File: src/logic/acf_consts.vh
`ifndef ACF_CONSTS_VH
`define ACF_CONSTS_VH
// register offsets
`define ACF_OFS_STATUS      8'h02
`define ACF_OFS_CLKDIV      8'h03
`define ACF_OFS_FORMAT      8'h04
`define ACF_OFS_IRQ_STATUS  8'h10
`define ACF_OFS_IRQ_ENABLE  8'h11
`define ACF_OFS_IRQ_CLEAR   8'h12
`define ACF_OFS_CONTROL     8'h13
// converter_status fields
`define ACF_STS_CMD_SEL     7
`define ACF_STS_RES_SEL     6
`define ACF_STS_ECC_ERR     5
`define ACF_STS_READY       3
// result_format_control fields
`define ACF_FMT_JUST        7
`define ACF_FMT_RES_HI      2
// control fields (own register)
`define ACF_CTL_CMD_ERR     0
// resolution codes
`define ACF_RES_8BIT        3'h0
`define ACF_RES_10BIT       3'h2
`define ACF_RES_12BIT       3'h4
// interrupt status bits
`define ACF_IRQ_ECC         0
`define ACF_IRQ_CMD_ERR     1
`define ACF_IRQ_READY       2
// reset values
`define ACF_RST_PRESCALER   7'h00
`define ACF_RST_FORMAT_RES  3'h0
`endif

File: src/logic/acf_regs.v
// Notes on behaviour
// - double ecc error sets flag and halts conversions until soft reset
// - soft reset clears command and result list select bits
// - list select writes accepted only when disabled or special access set
// - ecc error flag and ready flag are read only
// - double mode: command select toggles when idle, load ok and restart
// - single buffer command mode holds command select at zero
// - double buffer results: toggle on first result stored or list abort
// - single buffer result mode holds result select at zero
// - select value 0 picks list 0, value 1 picks list 1
// - ecc error flag cleared whenever converter is disabled
// - ready reads one when idle and restart needs no latency
// - conversion clock is bus clock over two times (prescaler plus one)
// - prescaler writable only when disabled or special access set
// - results unsigned; justification 0 left, 1 right
// - justification and resolution writable only when disabled or special
// - resolution codes 000 8-bit, 010 10-bit, 100 12-bit, rest reserved
// - reserved resolution at conversion start sets command error and halts
// - special access lifts the normal write restrictions
//
// Local design decision: the address-and-strobe port.
`timescale 1ns/1ps
`default_nettype none
`include "acf_consts.vh"
module acf_regs #(
  parameter PRS_WIDTH = 7
) (
  input  wire       clk_sys,
  input  wire       rst,
  input  wire       clk_en,
  input  wire       soft_reset,
  input  wire       converter_enable,
  input  wire       special_access,
  input  wire       command_list_buffer_mode,
  input  wire       result_list_buffer_mode,
  input  wire       load_ok,
  input  wire       restart_request,
  input  wire       conversion_busy,
  input  wire       conversion_start,
  input  wire       ecc_error_detect,
  input  wire       first_result_stored,
  input  wire       initial_list_stored,
  input  wire       list_abort,
  input  wire [7:0] reg_addr,
  input  wire [7:0] reg_wdata,
  input  wire       reg_write,
  input  wire       reg_read,
  output reg  [7:0] reg_rdata,
  output reg        irq,
  output reg        command_list_select,
  output reg        result_list_select,
  output reg        double_ecc_error_flag,
  output reg        command_error_flag,
  output reg        converter_ready,
  output reg        conversion_halt,
  output reg        conversion_clk_en,
  output reg        result_justification,
  output reg  [1:0] result_width_code,
  output reg  [2:0] resolution_select
);

  // ---------------------------------------------------------------
  // decoding helpers
  // ---------------------------------------------------------------
  function res_reserved;
    input [2:0] code;
    begin
      res_reserved = !(code == `ACF_RES_8BIT || code == `ACF_RES_10BIT ||
                       code == `ACF_RES_12BIT);
    end
  endfunction

  function [1:0] res_width;
    input [2:0] code;
    begin
      case (code)
        `ACF_RES_10BIT: res_width = 2'h1;
        `ACF_RES_12BIT: res_width = 2'h2;
        default:        res_width = 2'h0;
      endcase
    end
  endfunction

  // ---------------------------------------------------------------
  // write qualification
  // ---------------------------------------------------------------
  reg  [PRS_WIDTH-1:0] prescaler_value;
  reg  [PRS_WIDTH-1:0] div_count;
  reg  [2:0]           irq_status;
  reg  [2:0]           irq_enable;
  reg                  ready_prev;
  wire                 unlocked;
  wire                 wr_status;
  wire                 wr_clkdiv;
  wire                 wr_format;
  wire                 wr_irq_en;
  wire                 wr_irq_clr;
  wire                 wr_control;
  wire                 idle;
  wire                 ecc_set;
  wire                 cmd_err_set;
  wire                 ready_rise;
  wire [2:0]           irq_events;
  wire [2:0]           next_irq_status;
  wire                 cmd_toggle;
  wire                 res_toggle;

  // special access lifts the enable-time write lock on status, divider and format
  assign unlocked   = !converter_enable || special_access;
  assign wr_status  = reg_write && reg_addr == `ACF_OFS_STATUS;
  assign wr_clkdiv  = reg_write && reg_addr == `ACF_OFS_CLKDIV;
  assign wr_format  = reg_write && reg_addr == `ACF_OFS_FORMAT;
  assign wr_irq_en  = reg_write && reg_addr == `ACF_OFS_IRQ_ENABLE;
  assign wr_irq_clr = reg_write && reg_addr == `ACF_OFS_IRQ_CLEAR;
  assign wr_control = reg_write && reg_addr == `ACF_OFS_CONTROL;

  assign idle        = !conversion_busy && !conversion_halt;
  assign ecc_set     = ecc_error_detect && converter_enable;
  assign cmd_err_set = conversion_start && converter_enable &&
                       res_reserved(resolution_select);
  assign ready_rise  = idle && converter_enable && !ready_prev;
  assign irq_events  = {ready_rise, cmd_err_set, ecc_set};
  // set wins over clear
  assign next_irq_status = (irq_status &
                            ~(wr_irq_clr ? reg_wdata[2:0] : 3'h0)) |
                           irq_events;

  assign cmd_toggle = command_list_buffer_mode && idle &&
                      load_ok && restart_request;
  assign res_toggle = result_list_buffer_mode && initial_list_stored &&
                      !conversion_halt &&
                      (first_result_stored || list_abort);

  // ---------------------------------------------------------------
  // list select, error and ready state
  // ---------------------------------------------------------------
  always @(posedge clk_sys or posedge rst) begin
    if (rst) begin
      command_list_select   <= 1'b0;
      result_list_select    <= 1'b0;
      double_ecc_error_flag <= 1'b0;
      command_error_flag    <= 1'b0;
      conversion_halt       <= 1'b0;
      converter_ready       <= 1'b0;
      ready_prev            <= 1'b0;
    end else if (clk_en) begin
      ready_prev      <= idle && converter_enable;
      converter_ready <= idle && converter_enable;
      if (soft_reset) begin
        command_list_select   <= 1'b0;
        result_list_select    <= 1'b0;
        double_ecc_error_flag <= 1'b0;
        command_error_flag    <= 1'b0;
        conversion_halt       <= 1'b0;
      end else begin
        // only a soft reset lifts the halt, so a stuck error is visible
        if (ecc_set || cmd_err_set)
          conversion_halt <= 1'b1;
        if (!converter_enable)
          double_ecc_error_flag <= 1'b0;
        else if (ecc_set)
          double_ecc_error_flag <= 1'b1;
        if (cmd_err_set)
          command_error_flag <= 1'b1;
        else if (wr_control && reg_wdata[`ACF_CTL_CMD_ERR])
          command_error_flag <= 1'b0;
        // write bits 5 and 3 are dropped: flags are read only
        if (!command_list_buffer_mode)
          command_list_select <= 1'b0;
        else if (wr_status && unlocked)
          command_list_select <= reg_wdata[`ACF_STS_CMD_SEL];
        else if (cmd_toggle)
          command_list_select <= !command_list_select;
        if (!result_list_buffer_mode)
          result_list_select <= 1'b0;
        else if (wr_status && unlocked)
          result_list_select <= reg_wdata[`ACF_STS_RES_SEL];
        else if (res_toggle)
          result_list_select <= !result_list_select;
      end
    end
  end

  // ---------------------------------------------------------------
  // timing and format fields
  // ---------------------------------------------------------------
  always @(posedge clk_sys or posedge rst) begin
    if (rst) begin
      prescaler_value      <= `ACF_RST_PRESCALER;
      result_justification <= 1'b0;
      resolution_select    <= `ACF_RST_FORMAT_RES;
      result_width_code    <= 2'h0;
    end else if (clk_en) begin
      if (wr_clkdiv && unlocked)
        prescaler_value <= reg_wdata[PRS_WIDTH-1:0];
      if (wr_format && unlocked) begin
        result_justification <= reg_wdata[`ACF_FMT_JUST];
        resolution_select <= reg_wdata[`ACF_FMT_RES_HI:0];
      end
      result_width_code <= res_width(resolution_select);
    end
  end

  // ---------------------------------------------------------------
  // conversion clock: conversion_clk_en toggles once per half period
  // ---------------------------------------------------------------
  // toggling conversion_clk_en each P+1 cycles gives f_bus / (2 * (P+1))
  always @(posedge clk_sys or posedge rst) begin
    if (rst) begin
      div_count         <= {PRS_WIDTH{1'b0}};
      conversion_clk_en <= 1'b0;
    end else if (clk_en) begin
      if (!converter_enable || conversion_halt) begin
        div_count         <= {PRS_WIDTH{1'b0}};
        conversion_clk_en <= 1'b0;
      end else if (div_count >= prescaler_value) begin
        div_count         <= {PRS_WIDTH{1'b0}};
        conversion_clk_en <= !conversion_clk_en;
      end else begin
        div_count <= div_count + {{(PRS_WIDTH-1){1'b0}}, 1'b1};
      end
    end
  end

  // ---------------------------------------------------------------
  // interrupts
  // ---------------------------------------------------------------
  always @(posedge clk_sys or posedge rst) begin
    if (rst) begin
      irq_status <= 3'h0;
      irq_enable <= 3'h0;
      irq        <= 1'b0;
    end else if (clk_en) begin
      irq_status <= next_irq_status;
      if (wr_irq_en)
        irq_enable <= reg_wdata[2:0];
      irq <= |(next_irq_status & (wr_irq_en ? reg_wdata[2:0] : irq_enable));
    end
  end

  // ---------------------------------------------------------------
  // read port
  // ---------------------------------------------------------------
  always @(posedge clk_sys or posedge rst) begin
    if (rst) begin
      reg_rdata <= 8'h00;
    end else if (clk_en) begin
      if (reg_read) begin
        case (reg_addr)
          `ACF_OFS_STATUS:
            reg_rdata <= {command_list_select, result_list_select,
                          double_ecc_error_flag, 1'b0, converter_ready,
                          3'h0};
          `ACF_OFS_CLKDIV:
            reg_rdata <= {{(8-PRS_WIDTH){1'b0}}, prescaler_value};
          `ACF_OFS_FORMAT:
            reg_rdata <= {result_justification, 4'h0, resolution_select};
          `ACF_OFS_IRQ_STATUS: reg_rdata <= {5'h00, irq_status};
          `ACF_OFS_IRQ_ENABLE: reg_rdata <= {5'h00, irq_enable};
          `ACF_OFS_CONTROL:
            reg_rdata <= {conversion_halt, 6'h00, command_error_flag};
          default: reg_rdata <= 8'h00;
        endcase
      end else begin
        reg_rdata <= 8'h00;
      end
    end
  end

endmodule // acf_regs
`default_nettype wire

File: config.mk
export PLATFORM = sky130hd
export DESIGN_NAME = acf_regs
export DESIGN_NICKNAME = d
export VERILOG_FILES = /design/src/logic/acf_regs.v
export VERILOG_INCLUDE_DIRS = /design/src /design/src/logic
export SDC_FILE = /design/constraint.sdc
export NUM_CORES = 1
export LEC_CHECK = 0
export BUFFER_PORTS_ARGS = -buffer_cell sky130_fd_sc_hd__buf_2
export CAP_MARGIN = 20
export CORE_UTILIZATION = 40
export DETAILED_ROUTE_END_ITERATION = 8
export HOLD_SLACK_MARGIN = 0.05
export PLACE_DENSITY = 0.7
export SLEW_MARGIN = 20
export SYNTH_ARGS = -nofsm -noshare
export SYNTH_HDL_FRONTEND = slang
export SYNTH_SLANG_ARGS = --single-unit
File: constraint.sdc
create_clock -name clk_sys -period 4.9 [get_ports clk_sys]
set_input_delay 0.49 -clock clk_sys [delete_from_list [all_inputs] [get_ports clk_sys]]
set_output_delay 0.49 -clock clk_sys [all_outputs]
set_load 0.005 [all_outputs]
* After elaboration in Yosys (flattened, before gate mapping)
Cells that the tools add are included.
** Word-level totals
- Register bits after elaboration :: 42
- Output and inout port bits :: 22
- Logic and storage cells :: 108
** Operators by class
- Add/subtract/negate cells :: 1
- Order comparisons :: 1
- Equality and inequality tests :: 12
- Muxes and demuxes :: 25
- Bitwise gates (word level) :: 4
- Reduce and logical (&&, ||, !) cells :: 49
** Operator list (number)
- $pmux W8 S6 :: 1
- $eq A8 B5 Y1 const B :: 4
- $logic_and A1 B1 Y1 :: 22
- $mux W1 :: 18
- $eq A8 B2 Y1 const B :: 2
- $reduce_and A2 Y1 :: 8
- $mux W7 :: 2
- $eq A8 B3 Y1 const B :: 1
- $logic_not A1 Y1 :: 8
- $mux W8 :: 1
- $ne A4 B2 Y1 const B :: 2
- $add A7 B1 Y7 const B :: 1
- $ge A7 B7 Y1 :: 1
- $and A3 B3 Y3 :: 2
- $logic_or A1 B1 Y1 :: 6
- $mux W3 :: 2
- $pmux W2 S2 :: 1
- $reduce_bool A2 Y1 :: 2
- $eq A3 B2 Y1 const B :: 1
- $eq A3 B3 Y1 const B :: 1
- $logic_not A3 Y1 :: 1
- $ne A3 B2 Y1 const B :: 1
- $not A3 Y3 :: 1
- $or A3 B3 Y3 :: 1
- 2 further kinds :: 2

* Longest topological paths before layout
Gate-level depths: netlist (run 1).
- Depth after elaboration :: 9
- Mapped depth :: 7
- Gate-level depth less buffers :: 7

* Worst setup path before layout (run 1)
No wires, ideal clock.
- Kind :: input to register
- From :: input reg_addr[1]
- To :: register irq
- Arrival :: 1876 ps
- Slack :: 2934 ps
- Stages on the path :: 6
- Buffers on the path :: 1
- Cells stage by stage :: buf_2 -> nor4b_2 -> nand4_1 -> mux2i_1 -> or4_1 -> o221ai_1
** On the way
- Longest elaborated chain between the ends :: 8
- Elaborated cells between the ends (all ways) :: 11
** Ends and longest elaborated chain
- start: declaration :: line acf_regs.v:44 : input wire [7:0] reg_addr,
- $eq A8 B5 Y1 (no line)
- $logic_and A1 B1 Y1 (no line)
- $mux W3 :: line acf_regs.v:125 : ~(wr_irq_clr ? reg_wdata[2:0] : 3'h0)) |
- $not A3 Y3 :: line acf_regs.v:125
- $and A3 B3 Y3 :: line acf_regs.v:124 : assign next_irq_status = (irq_status &
- $or A3 B3 Y3 :: line acf_regs.v:125
- $and A3 B3 Y3 (*) :: line acf_regs.v:237 : irq <= |(next_irq_status & (wr_irq_en ? reg_wdata[2:0] : irq_enable));
- $reduce_or A3 Y1 (*) :: line acf_regs.v:237
- end signal: assignment :: line acf_regs.v:237
- end: declaration :: line acf_regs.v:49 : output reg irq,
Mark *: on every way between the ends. The rest lies on a longest branch, timed or not.
A chain may end at the register's enable or synchronous reset.

* Worst setup path after layout (run 1)
- From :: input clk_en
- To :: register prescaler_value[0]
** On the way
- Longest elaborated chain between the ends :: 1
** Ends and longest elaborated chain
- start: declaration :: line acf_regs.v:30 : input wire clk_en,
- $reduce_and A2 Y1 (no line)
- end signal: assignment :: line acf_regs.v:189 : prescaler_value <= `ACF_RST_PRESCALER;
- end signal: assignment :: line acf_regs.v:195 : prescaler_value <= reg_wdata[PRS_WIDTH-1:0];
- end: declaration :: line acf_regs.v:87 : reg [PRS_WIDTH-1:0] prescaler_value;
Every way passes these cells.

==> key figures, run 1 <==
Drt
  – DR iter-0 viols: between 150 and 200
  – WL final: about 5800 um
  – Wirelength per Cell: about 16 um
  – Residual DRC: 0
  – First-pass DRT Iterations: 4
  – Vias/cell: about 5.6
  – Total number of vias: roughly 2.1k
  – Antenna Violating Nets Remaining: 0

Status
  – Status: finished, final reports clean

GRT
  – Tot GR Track Use: 19.8%
  – Met1 Use GR: about a quarter
  – Largest net degree at the start of global routing: 52
  – Met2 GRT Util: about a third
  – First-pass GRT wire length: a little under 10000 um
  – Grt peak-use layer: met2
  – Remaining Overflow, GRT: 0
  – Number of global-route vias before repair: approximately 2k
  – Antenna violations before repair: 0
  – Met3 Track Usage GR: about 3.0%

Logic synthesis
  – FF+latch count, synth: 42
  – Synth warn: 0
  – Syn avg cell area: between 9 and 10 um2
  – Syn Std Cell Area: between 2000 and 2500 um2
  – Sequential element share of the synthesized area: 43.7%
  – Most used DFF post-synth: dfrtp_1
  – Netlist cell types: 50
  – Post-synth EDFFs: 0
  – Synth async-reset ratio: 100%
  – Net Count, Synth: about 300
  – Post-Synthesis Cells: around 250

STA
  – Fin crit share: between 40% and 50%
  – Fmax achieved: 444 MHz
  – Pins Over Slew Limit: 0
  – Fin Hold WS: 304 ps
  – Worst-Margin Slew: around 850 ps
  – RSZ-0062 raised after global routing: false
  – Fin. Hold Viols: 0
  – Setup TNS: 0 ps
  – Tmin final: between 2000 and 2500 ps
  – Clock Skews: between 2 and 2.5 ps
  – Slew headroom: 43.5%
  – Final setup vio count: 0

Final layout
  – Ant. Diodes: 0
  – Layout Cells excl Fill: 376
  – P&R area growth vs syn: 18.1%
  – Final nets: 345
  – Layout cells sized above 1: about 26%
  – Design area: 2840 um2
  – Fill cells: 541

Placement
  – Placed cell area: around 2700 um2
  – Placed cell count: about 370
  – Routability cong.: between 0.8 and 0.9
  – Input/output buffers: 55
  – Detailed placement HPWL: around 4300 um

Floorplanning
  – Die area: roughly 6300 um2
  – Initial Utilization: a little over two fifths
  – Die W: a little under 80 um
  – Top Ports: 56
  – Std cell rows: 27
  – Die Height: about 80 um
  – Core area: 5640 um2

Clock network
  – CTS max path bufs: 2
  – H-tree depth: 2
  – Inserted Clock Buffers: 5
  – Clk sinks: 42
  – CTS Root Cell: clkbuf_8
  – Clock Latency Late Sink: ~300 ps
  – Clk pin slew, worst setup/hold paths: 80 ps
  – CTS Hold Bufs: 0
  – Post-CTS Setup Bufs: 0
  – CTS tree: done
  – Post-CTS Resized: 0

Pwr
  – P_leak: between 1 and 1.5 nW
  – Maximum vdd ir drop: roughly 0.11 mV
  – Total power per unit cell area: around 270 nW/um2
  – Tot Pwr: between 700 and 800 uW

Critical path
  – Setup crit end kind: flip-flop
  – CP arrival: between 2000 and 2500 ps
  – Reg-to-reg setup timing slack: approximately 2700 ps
  – Crit start category: input port
  – Crit Path Class: input port to flip-flop
  – Worst EP required: 5090 ps
  – Critical path fanouts, max: between 50 and 60

Hold path
  – Worst hold path class: input port to async pin

Job
  – Max-cap check violation count: 0
## layout make-up
class                           count  area (um2)  area share (%)
Clock buffer                        6        72.6            2.56
Clock inverter                      2        37.5            1.32
Inverter                           22        82.6            2.91
Multi-Input combinational cell    176        1220            43.1
Sequential cell                    42        1050            37.0
Tap cell                           72        90.1            3.17
Timing Repair Buffer               56         283            9.96
## logic make-up after synthesis
logic type | count (synthesis) | synth area share (%)
buf+inv | 33 | 5.41
flops | 42 | 43.7
simple gates | 80 | 19.0
xor+xnor | 4 | 1.46
fa+ha+maj | 8 | 4.16
mux | 17 | 7.65
compound gates | 67 | 18.6
## through the flow
step	setup WS [ps]	util [%]
finish	2650	50.3
detailed placement	2330	48.4
CTS	2650	50.3
floorplan	2930	-
global placement	2390	48.4
global route	2500	50.3
## cell usage in the layout (no fill, tap or decap), drive strengths merged, types with 2 or more instances in the layout
cell,synthesis,layout
dfrtp,42,42
a21oi,12,12
inv,22,22
a211oi,2,2
nand3,10,10
a21o,3,3
o22ai,8,8
mux2,11,11
nor3b,2,2
or4,2,2
mux2i,6,6
o221ai,2,2
xor2,2,2
a22o,2,2
o32ai,2,2
a22oi,7,7
nand2b,5,5
a41oi,2,2
clkbuf,6,6
nand2,22,22
o2111ai,3,3
ha,8,8
o21ai,16,16
xnor2,2,2
nor2,13,13
nor4,2,2
nor4b,3,3
nor2b,7,7
nor3,3,3
buf,5,56
nand4,6,6
## synthesized netlist by cell type, types with 2 or more instances
| cell | instances | area [um2] |
|---|---|---|
| nand4_1 | 6 | 37.5 |
| nand3_1 | 10 | 50.1 |
| o21ai_0 | 14 | 70.1 |
| a21o_1 | 3 | 22.5 |
| a211oi_1 | 2 | 15.0 |
| a22o_1 | 2 | 17.5 |
| buf_2 | 5 | 25.0 |
| dfrtp_1 | 42 | 1050 |
| o32ai_1 | 2 | 17.5 |
| o21ai_1 | 2 | 10.0 |
| inv_1 | 22 | 82.6 |
| nor3_1 | 2 | 10.0 |
| mux2i_1 | 6 | 60.1 |
| clkbuf_1 | 6 | 22.5 |
| mux2_2 | 11 | 124 |
| nor2b_1 | 6 | 37.5 |
| a41oi_1 | 2 | 17.5 |
| xnor2_1 | 2 | 17.5 |
| o22ai_1 | 8 | 50.1 |
| nand2b_1 | 5 | 31.3 |
| o221ai_1 | 2 | 17.5 |
| nor2_1 | 13 | 48.8 |
| xor2_1 | 2 | 17.5 |
| a21oi_1 | 12 | 60.1 |
| nor4b_1 | 2 | 17.5 |
| o2111ai_1 | 3 | 26.3 |
| ha_1 | 8 | 100 |
| a22oi_1 | 7 | 52.6 |
| nand2_1 | 22 | 82.6 |
| nor3b_1 | 2 | 15.0 |
## state kept, by name, indices dropped and copies added, names as in the netlist, 2 cells and up
signal,cells
irq_enable,3
resolution_select,3
result_width_code,2
reg_rdata,8
prescaler_value,7
div_count,7
irq_status,3
## routing by layer
| metal | vias to the layer above | part of all wire (%) |
|---|---|---|
| li1 | 1028 | - |
| met1 | 978 | 45 |
| met2 | 70 | 47 |
| met3 | 17 | 5.2 |
| met4 | 0 | 3.1 |
| met5 | - | 0 |
## where the power goes
group	internal [mW]	switching [mW]	leakage, nW
Clock	0.152	0.128	0.0514
Sequential	0.361	0.0149	0.537
Combinational	0.0417	0.0565	0.793
## final timing paths
path                                   endpoint  depth (start not counted)            startpoint
max                          prescaler_value[0]                          4                clk_en
min                        result_width_code[1]                          3                   rst
max reg2reg                   conversion_clk_en                          7          div_count[0]
min reg2reg                result_width_code[0]                          1  result_width_code[0]
max in group asynchronous  result_justification                          3                   rst
min in group clk_sys         prescaler_value[4]                          3          reg_wdata[4]
## worst max-delay path, stage by stage
cell and delay (ps):
buf_2 640, nand3_1 290, nor3_2 590, mux2_2 410
Note: power is estimated with default switching activity, not from simulation.
==> run 2, diff against run 1 <==
- clock period: 4.9 -> 2.3 ns (I/O delays scaled with it)
==> run 2 against run 1 <==
Effect of this change: first-iteration DRC count rose by 2.2%; worst setup slack got worse by 2300 ps; cell count rose by 1.9%; combinational power is 120% higher; largest cell class unchanged; clock skew grew 4.9 ps; sequential power rose by 110%; register-to-register slack worse by 2400 ps; power up 110%; final area grew 1.9%; sequential cell count unchanged.
==> key figures, run 2 (synthesized netlist as in run 1, its figures left out) <==
Status
  – Status: finished, final reports clean

Final layout
  – Layout Cells excl Fill: 383 (+1.9%)
  – Area occupied by multi-input gates: 1220 um2 (unchanged)
  – Final core occ: 51.3% (+0.93 points)
  – Most common cell after layout, fill and taps aside: buf_2
  – Sequential Area: 1050 um2 (unchanged)
  – Ant. Diodes: 0 (unchanged)
  – Most frequent cells in the layout: buf_2, dfrtp_1, inv_1, nand2_1, o21ai_0
  – Max reg flops: 8 (unchanged)
  – Layout cells sized above 1: 27.7% (+1.7 points)
  – Final nets: 352 (+2.0%)
  – Fill cells: 540 (-0.18%)
  – P&R area growth vs syn: 20.3%
  – Largest Register: reg_rdata
  – Top Registers: reg_rdata: 8 flops, div_count: 7 flops, prescaler_value: 7 flops

Floorplanning
  – Initial Utilization: 42.6% (unchanged)
  – Die Height: 79.5 um (unchanged)
  – Top Ports: 56 (unchanged)
  – Die area: 6320 um2 (unchanged)
  – Die W: 79.5 um (unchanged)
  – Core area: 5640 um2 (unchanged)
  – Std cell rows: 27 (unchanged)

GRT
  – Tot GR Track Use: 20.3% (+0.51 points)
  – Remaining Overflow, GRT: 0 (unchanged)
  – First-pass GRT wire length: 9940 um (+3.3%)
  – Largest net degree at the start of global routing: 43 (-17%)
  – Antenna violations before repair: 0 (unchanged)
  – Number of global-route vias before repair: 2064 (+0.34%)

Critical path
  – Slowest stage cell, crit path: dfrtp_1
  – Setup crit end kind: flip-flop
  – Crit start category: flip-flop
  – Worst Path Buf+Inv: 1 (unchanged)
  – Reg2reg path depth: 7 (unchanged)
  – Critical path fanouts, max: 7 (-86%)
  – Crit Path Class: flip-flop to flip-flop
  – CP max stage delay: 410 ps (-230 ps)
  – CP arrival: 2170 ps (-270 ps)
  – Worst EP required: 2480 ps (-2610 ps)
  – Crit-path cells: inv_1, ha_1, nand2b_1, a21o_1, a211oi_1, o21ai_1, a211o_1
  – Crit path depth: 7 (+3)
  – Family with the most delay on the worst path: compound AO/OA/AOI/OAI gates

Clock network
  – Clock Latency Late Sink: 300 ps (about the same)
  – CTS Root Cell: clkbuf_8
  – Post-CTS Setup Bufs: 0 (unchanged)
  – Clk sinks: 42 (unchanged)
  – Clk pin slew, worst setup/hold paths: 80 ps (about the same)
  – Inserted Clock Buffers: 5 (unchanged)
  – Post-CTS Resized: 0 (unchanged)
  – CTS tree: done
  – CTS max path bufs: 2 (unchanged)
  – H-tree depth: 2 (unchanged)
  – CTS Hold Bufs: 0 (unchanged)

Drt
  – First-pass DRT Iterations: 4 (unchanged)
  – WL final: 5930 um (+1.8%)
  – DR iter-0 viols: 186 (+2.2%)
  – Total number of vias: 2154 (+2.9%)
  – Residual DRC: 0 (unchanged)
  – Antenna Violating Nets Remaining: 0 (unchanged)
  – Vias/cell: 5.62 (+1.0%)
  – Wirelength per Cell: 15.5 um (about the same)

Pwr
  – P_leak: 1.42 nW (+2.5%)
  – Maximum vdd ir drop: 0.223 mV (+100%)
  – Total power per unit cell area: 556 nW/um2 (+110%)

STA
  – Fin Hold WS: 52.9 ps (-251 ps)
  – Setup TNS: 0 ps (unchanged)
  – Fmax achieved: about 500 MHz
  – RSZ-0062 raised after global routing: false
  – Final setup vio count: 0 (unchanged)
  – Fin. Hold Viols: 0 (unchanged)
  – Tmin final: ~2000 ps
  – Clock Skews: 7.22 ps (+4.93 ps)
  – Pins Over Slew Limit: 0 (unchanged)
  – Worst-Margin Slew: 733 ps (-115 ps)
  – Fin crit share: ~86%
  – Slew headroom: 50.5% (+7.0 points)

Placement
  – Placed cell count: 375 (+1.9%)
  – Routability cong.: 0.881 (+5.4%)
  – Input/output buffers: 55 (unchanged)
  – Detailed placement HPWL: 4540 um (+6.1%)

Hold path
  – Worst hold path class: input port to async pin

Job
  – Max-cap check violation count: 0 (unchanged)
-- run 2: cell types whose count changed in the layout (fill, tap and decap cells not counted), sizes merged --
cell and delta:
buf +7
-- run 2: stage by stage --
stage	total power [mW]	cell area, um2	setup WS [ps]
final	1.61	2890	315
after global routing	1.68	2890	199
after CTS	1.62	2890	331
after detailed placement	1.03	2780	355
after global placement	1.03	2780	393
after floorplan	0.934	2400	344
-- run 2: where the power goes --
| group | switching (mW) | internal [mW] |
|---|---|---|
| sequential | 0.0327 | 0.769 |
| clock | 0.264 | 0.324 |
| combinational | 0.123 | 0.0949 |
| total | 0.419 | 1.19 |
-- run 2: worst reg2reg max path, cell delays in order (launching register included) --
cell and delay [ps]:
dfrtp_1 410, inv_1 110, ha_1 230, nand2b_1 140
a21o_1 170, a211oi_1 290, o21ai_1 230, a211o_1 310
-- run 2: path summary, 6_finish.rpt --
| check | startpoint | to | slack [ps] |
|---|---|---|---|
| setup / recovery | div_count[0] | conversion_clk_en | 310 |
| hold reg to reg | result_width_code[0] | result_width_code[0] | 510 |
| setup reg to reg | div_count[0] | conversion_clk_en | 310 |
| hold / removal | rst | prescaler_value[1] | 50 |
| max in group asynchronous | rst | ready_prev | 1880 |
| min in group clk_sys | reg_wdata[5] | prescaler_value[5] | 130 |
-- run 2: final cells by class --
cell class / count / area share (%)
tap: 72 / 3.12
clock inverter: 2 / 1.30
sequential: 42 / 36.3
timing repair buffer: 63 / 11.6
inverter: 22 / 2.86
multi-input combinational: 176 / 42.3
clock buffer: 6 / 2.51
-- run 2: routing by layer --
layer	vias to the layer above	routed length (um)	global-route usage, %
li1	1038	-	-
met1	1046	2720	26.4
met2	64	2900	34.3
met3	6	251	3.54
met4	0	63	6.18
met5	-	0	0
==> run 3, diff against run 2 <==
- clock period: 2.3 -> 1.9 ns (I/O delays scaled with it)
==> run 3 against run 2 <==
Effect of this change: first-iteration DRC count fell by 55%; worst hold slack improved by 56 ps; count of clock-buffer cells in the layout unchanged; clock skew grew 0.99 ps; die area unchanged; sequential share of layout area fell by 1.2 points; critical endpoint unchanged; sequential cell count did not move; final area rose by 3.5%; utilization rose by 1.8 points.
==> key figures, run 3 (synthesized netlist as in run 1, its figures left out) <==
Status
  – Status: finished, final reports clean

Floorplanning
  – Die area: 6320 um2 (unchanged)
  – Die Height: 79.5 um (unchanged)
  – Initial Utilization: 42.6% (unchanged)
  – Std cell rows: 27 (unchanged)
  – Top Ports: 56 (unchanged)
  – Core area: 5640 um2 (unchanged)
  – Die W: 79.5 um (unchanged)

Final layout
  – Layout cells sized above 1: 30.8% (+3.2 points)
  – Most common cell after layout, fill and taps aside: buf_2
  – Most frequent cells in the layout: buf_2, dfrtp_1, inv_1, nand2_1, buf_4
  – Max reg flops: 8 (unchanged)
  – Largest Register: reg_rdata
  – Fill cells: 532 (-1.5%)
  – Ant. Diodes: 0 (unchanged)
  – P&R area growth vs syn: 24.5%
  – Final nets: 363 (+3.1%)
  – Area occupied by multi-input gates: 1240 um2 (+1.1%)
  – Final core occ: 53.0% (+1.8 points)
  – Sequential Area: 1050 um2 (unchanged)
  – Top Registers: reg_rdata: 8 flops, div_count: 7 flops, prescaler_value: 7 flops

Job
  – Max-cap check violation count: 0 (unchanged)

Critical path
  – CP max stage delay: 400 ps (about the same)
  – Crit-path cells: inv_1, ha_1, nand2b_1, a21o_1, a211oi_2, o21ai_2, a211o_1
  – CP Launch Point: div_count[0]
  – Family with the most delay on the worst path: compound AO/OA/AOI/OAI gates
  – Critical path fanouts, max: 3 (-4)
  – Worst r2r dst: conversion_clk_en
  – Reg-to-reg setup timing slack: 140 ps (-170 ps)
  – Worst Path Buf+Inv: 1 (unchanged)
  – Crit start category: flip-flop
  – Crit path depth: 7 (unchanged)
  – Crit Path Class: flip-flop to flip-flop
  – Worst EP required: 2080 ps (-400 ps)
  – Slowest stage cell, crit path: dfrtp_1
  – Worst Setup EP: conversion_clk_en
  – Reg2reg path depth: 7 (unchanged)
  – Critical R2R Launch: div_count[0]
  – CP arrival: 1930 ps (-240 ps)
  – Setup crit end kind: flip-flop

GRT
  – Tot GR Track Use: 20.3% (-0.044 points)
  – Number of global-route vias before repair: 2054 (-0.48%)
  – Largest net degree at the start of global routing: 43 (unchanged)
  – First-pass GRT wire length: 9870 um (-0.69%)
  – Antenna violations before repair: 0 (unchanged)
  – Remaining Overflow, GRT: 0 (unchanged)

Drt
  – Routed wl met2: 2820 um (-2.7%)
  – WL final: 5930 um (unchanged)
  – Antenna Violating Nets Remaining: 0 (unchanged)
  – First-pass DRT Iterations: 4 (unchanged)
  – DR iter-0 viols: 84 (-55%)
  – Met3 WL post-DR: 276 um (+10%)
  – Total number of vias: 2136 (-0.84%)
  – Wirelength per Cell: 15.1 um (-2.5%)
  – Vias/cell: 5.44 (-3.4%)
  – Top layer in use: met4
  – Residual DRC: 0 (unchanged)
  – Met1 Wirelength: 2710 um (-0.33%)

Clock network
  – CTS tree: done
  – CTS Root Cell: clkbuf_8
  – Clk pin slew, worst setup/hold paths: 70 ps (about the same)
  – Post-CTS Setup Bufs: 0 (unchanged)
  – Inserted Clock Buffers: 5 (unchanged)
  – H-tree depth: 2 (unchanged)
  – Clock Latency Late Sink: 290 ps (about the same)
  – CTS max path bufs: 2 (unchanged)
  – Clk sinks: 42 (unchanged)

Placement
  – Routability cong.: 0.852 (-3.4%)
  – Input/output buffers: 55 (unchanged)
  – Detailed placement HPWL: 4530 um (-0.25%)

STA
  – Fin crit share: 92.5% (+6.2 points)
  – Worst-Margin Slew: 537 ps (-196 ps)
  – Final setup vio count: 0 (unchanged)
  – Setup TNS: 0 ps (unchanged)
  – Fmax achieved: 569 MHz (+13%)
  – Fin. Hold Viols: 0 (unchanged)
  – Pins Over Slew Limit: 0 (unchanged)
  – RSZ-0062 raised after global routing: false
  – Tmin final: 1760 ps (-228 ps)
  – Slew headroom: 64.2% (+14 points)
  – Clock Skews: 8.21 ps (+0.993 ps)

Pwr
  – P_leak: 1.48 nW (+4.5%)
  – Maximum vdd ir drop: 0.292 mV (+31%)
  – Total power per unit cell area: 656 nW/um2 (+18%)

Hold path
  – Worst hold path class: input port to flip-flop
-- run 3: through the flow --
step	power [mW]	setup slack (ps)	instance area, um2	hold slack, ps	instances
final	1.96	143	2990	109	393
after CTS	1.97	77.6	2980	107	393
after floorplan	1.13	52.0	2410	280	251
after global placement	1.26	127	2860	350	385
after detailed placement	1.26	85.6	2860	356	385
after global routing	2.05	17.7	2990	127	393
-- run 3: worst reg2reg max path, stage by stage, from the launching register on --
cell      delay (ps)
dfrtp_1          400
inv_1             90
ha_1             220
nand2b_1         140
a21o_1           180
a211oi_2         240
o21ai_2          100
a211o_1          270
-- run 3: how the worst min path moves through the flow --
stage,startpoint,to,slack (ps),cells after the start
2_1_floorplan,soft_reset,conversion_halt,280,1
3_3_place_gp,rst,irq,350,3
3_5_place_dp,rst,result_width_code[0],360,3
4_1_cts,reg_wdata[4],prescaler_value[4],110,3
5_1_grt,reg_wdata[5],prescaler_value[5],130,3
6_report,reg_wdata[5],prescaler_value[5],110,3
-- run 3: layout make-up --
type,count,share of cell area [%]
Multi-Input combinational cell,176,41.3
Sequential cell,42,35.1
Timing Repair Buffer,74,14.0
Tap cell,72,3.01
Clock buffer,6,2.76
Inverter,22,2.76
Clock inverter,1,1.00
-- run 3: metal layers --
layer | vias up | global-route usage [%]
met4 | 0 | 8.00
met5 | - | 0
met2 | 58 | 33.2
met3 | 9 | 4.23
li1 | 1060 | -
met1 | 1009 | 26.1
-- run 3: where the power goes --
group	leakage (nW)	switching (mW)	total [mW]	internal, mW
logic	0.886	0.155	0.280	0.125
clock network	0.0573	0.295	0.715	0.420
registers	0.537	0.0365	0.967	0.931
-- run 3: timing repair --
item | CTS | global route
hold buffers | 1 | 0
endpoints found under the setup margin | 0 | 6
resized for setup | 0 | 2
hold endpoints to repair | 39 | 0
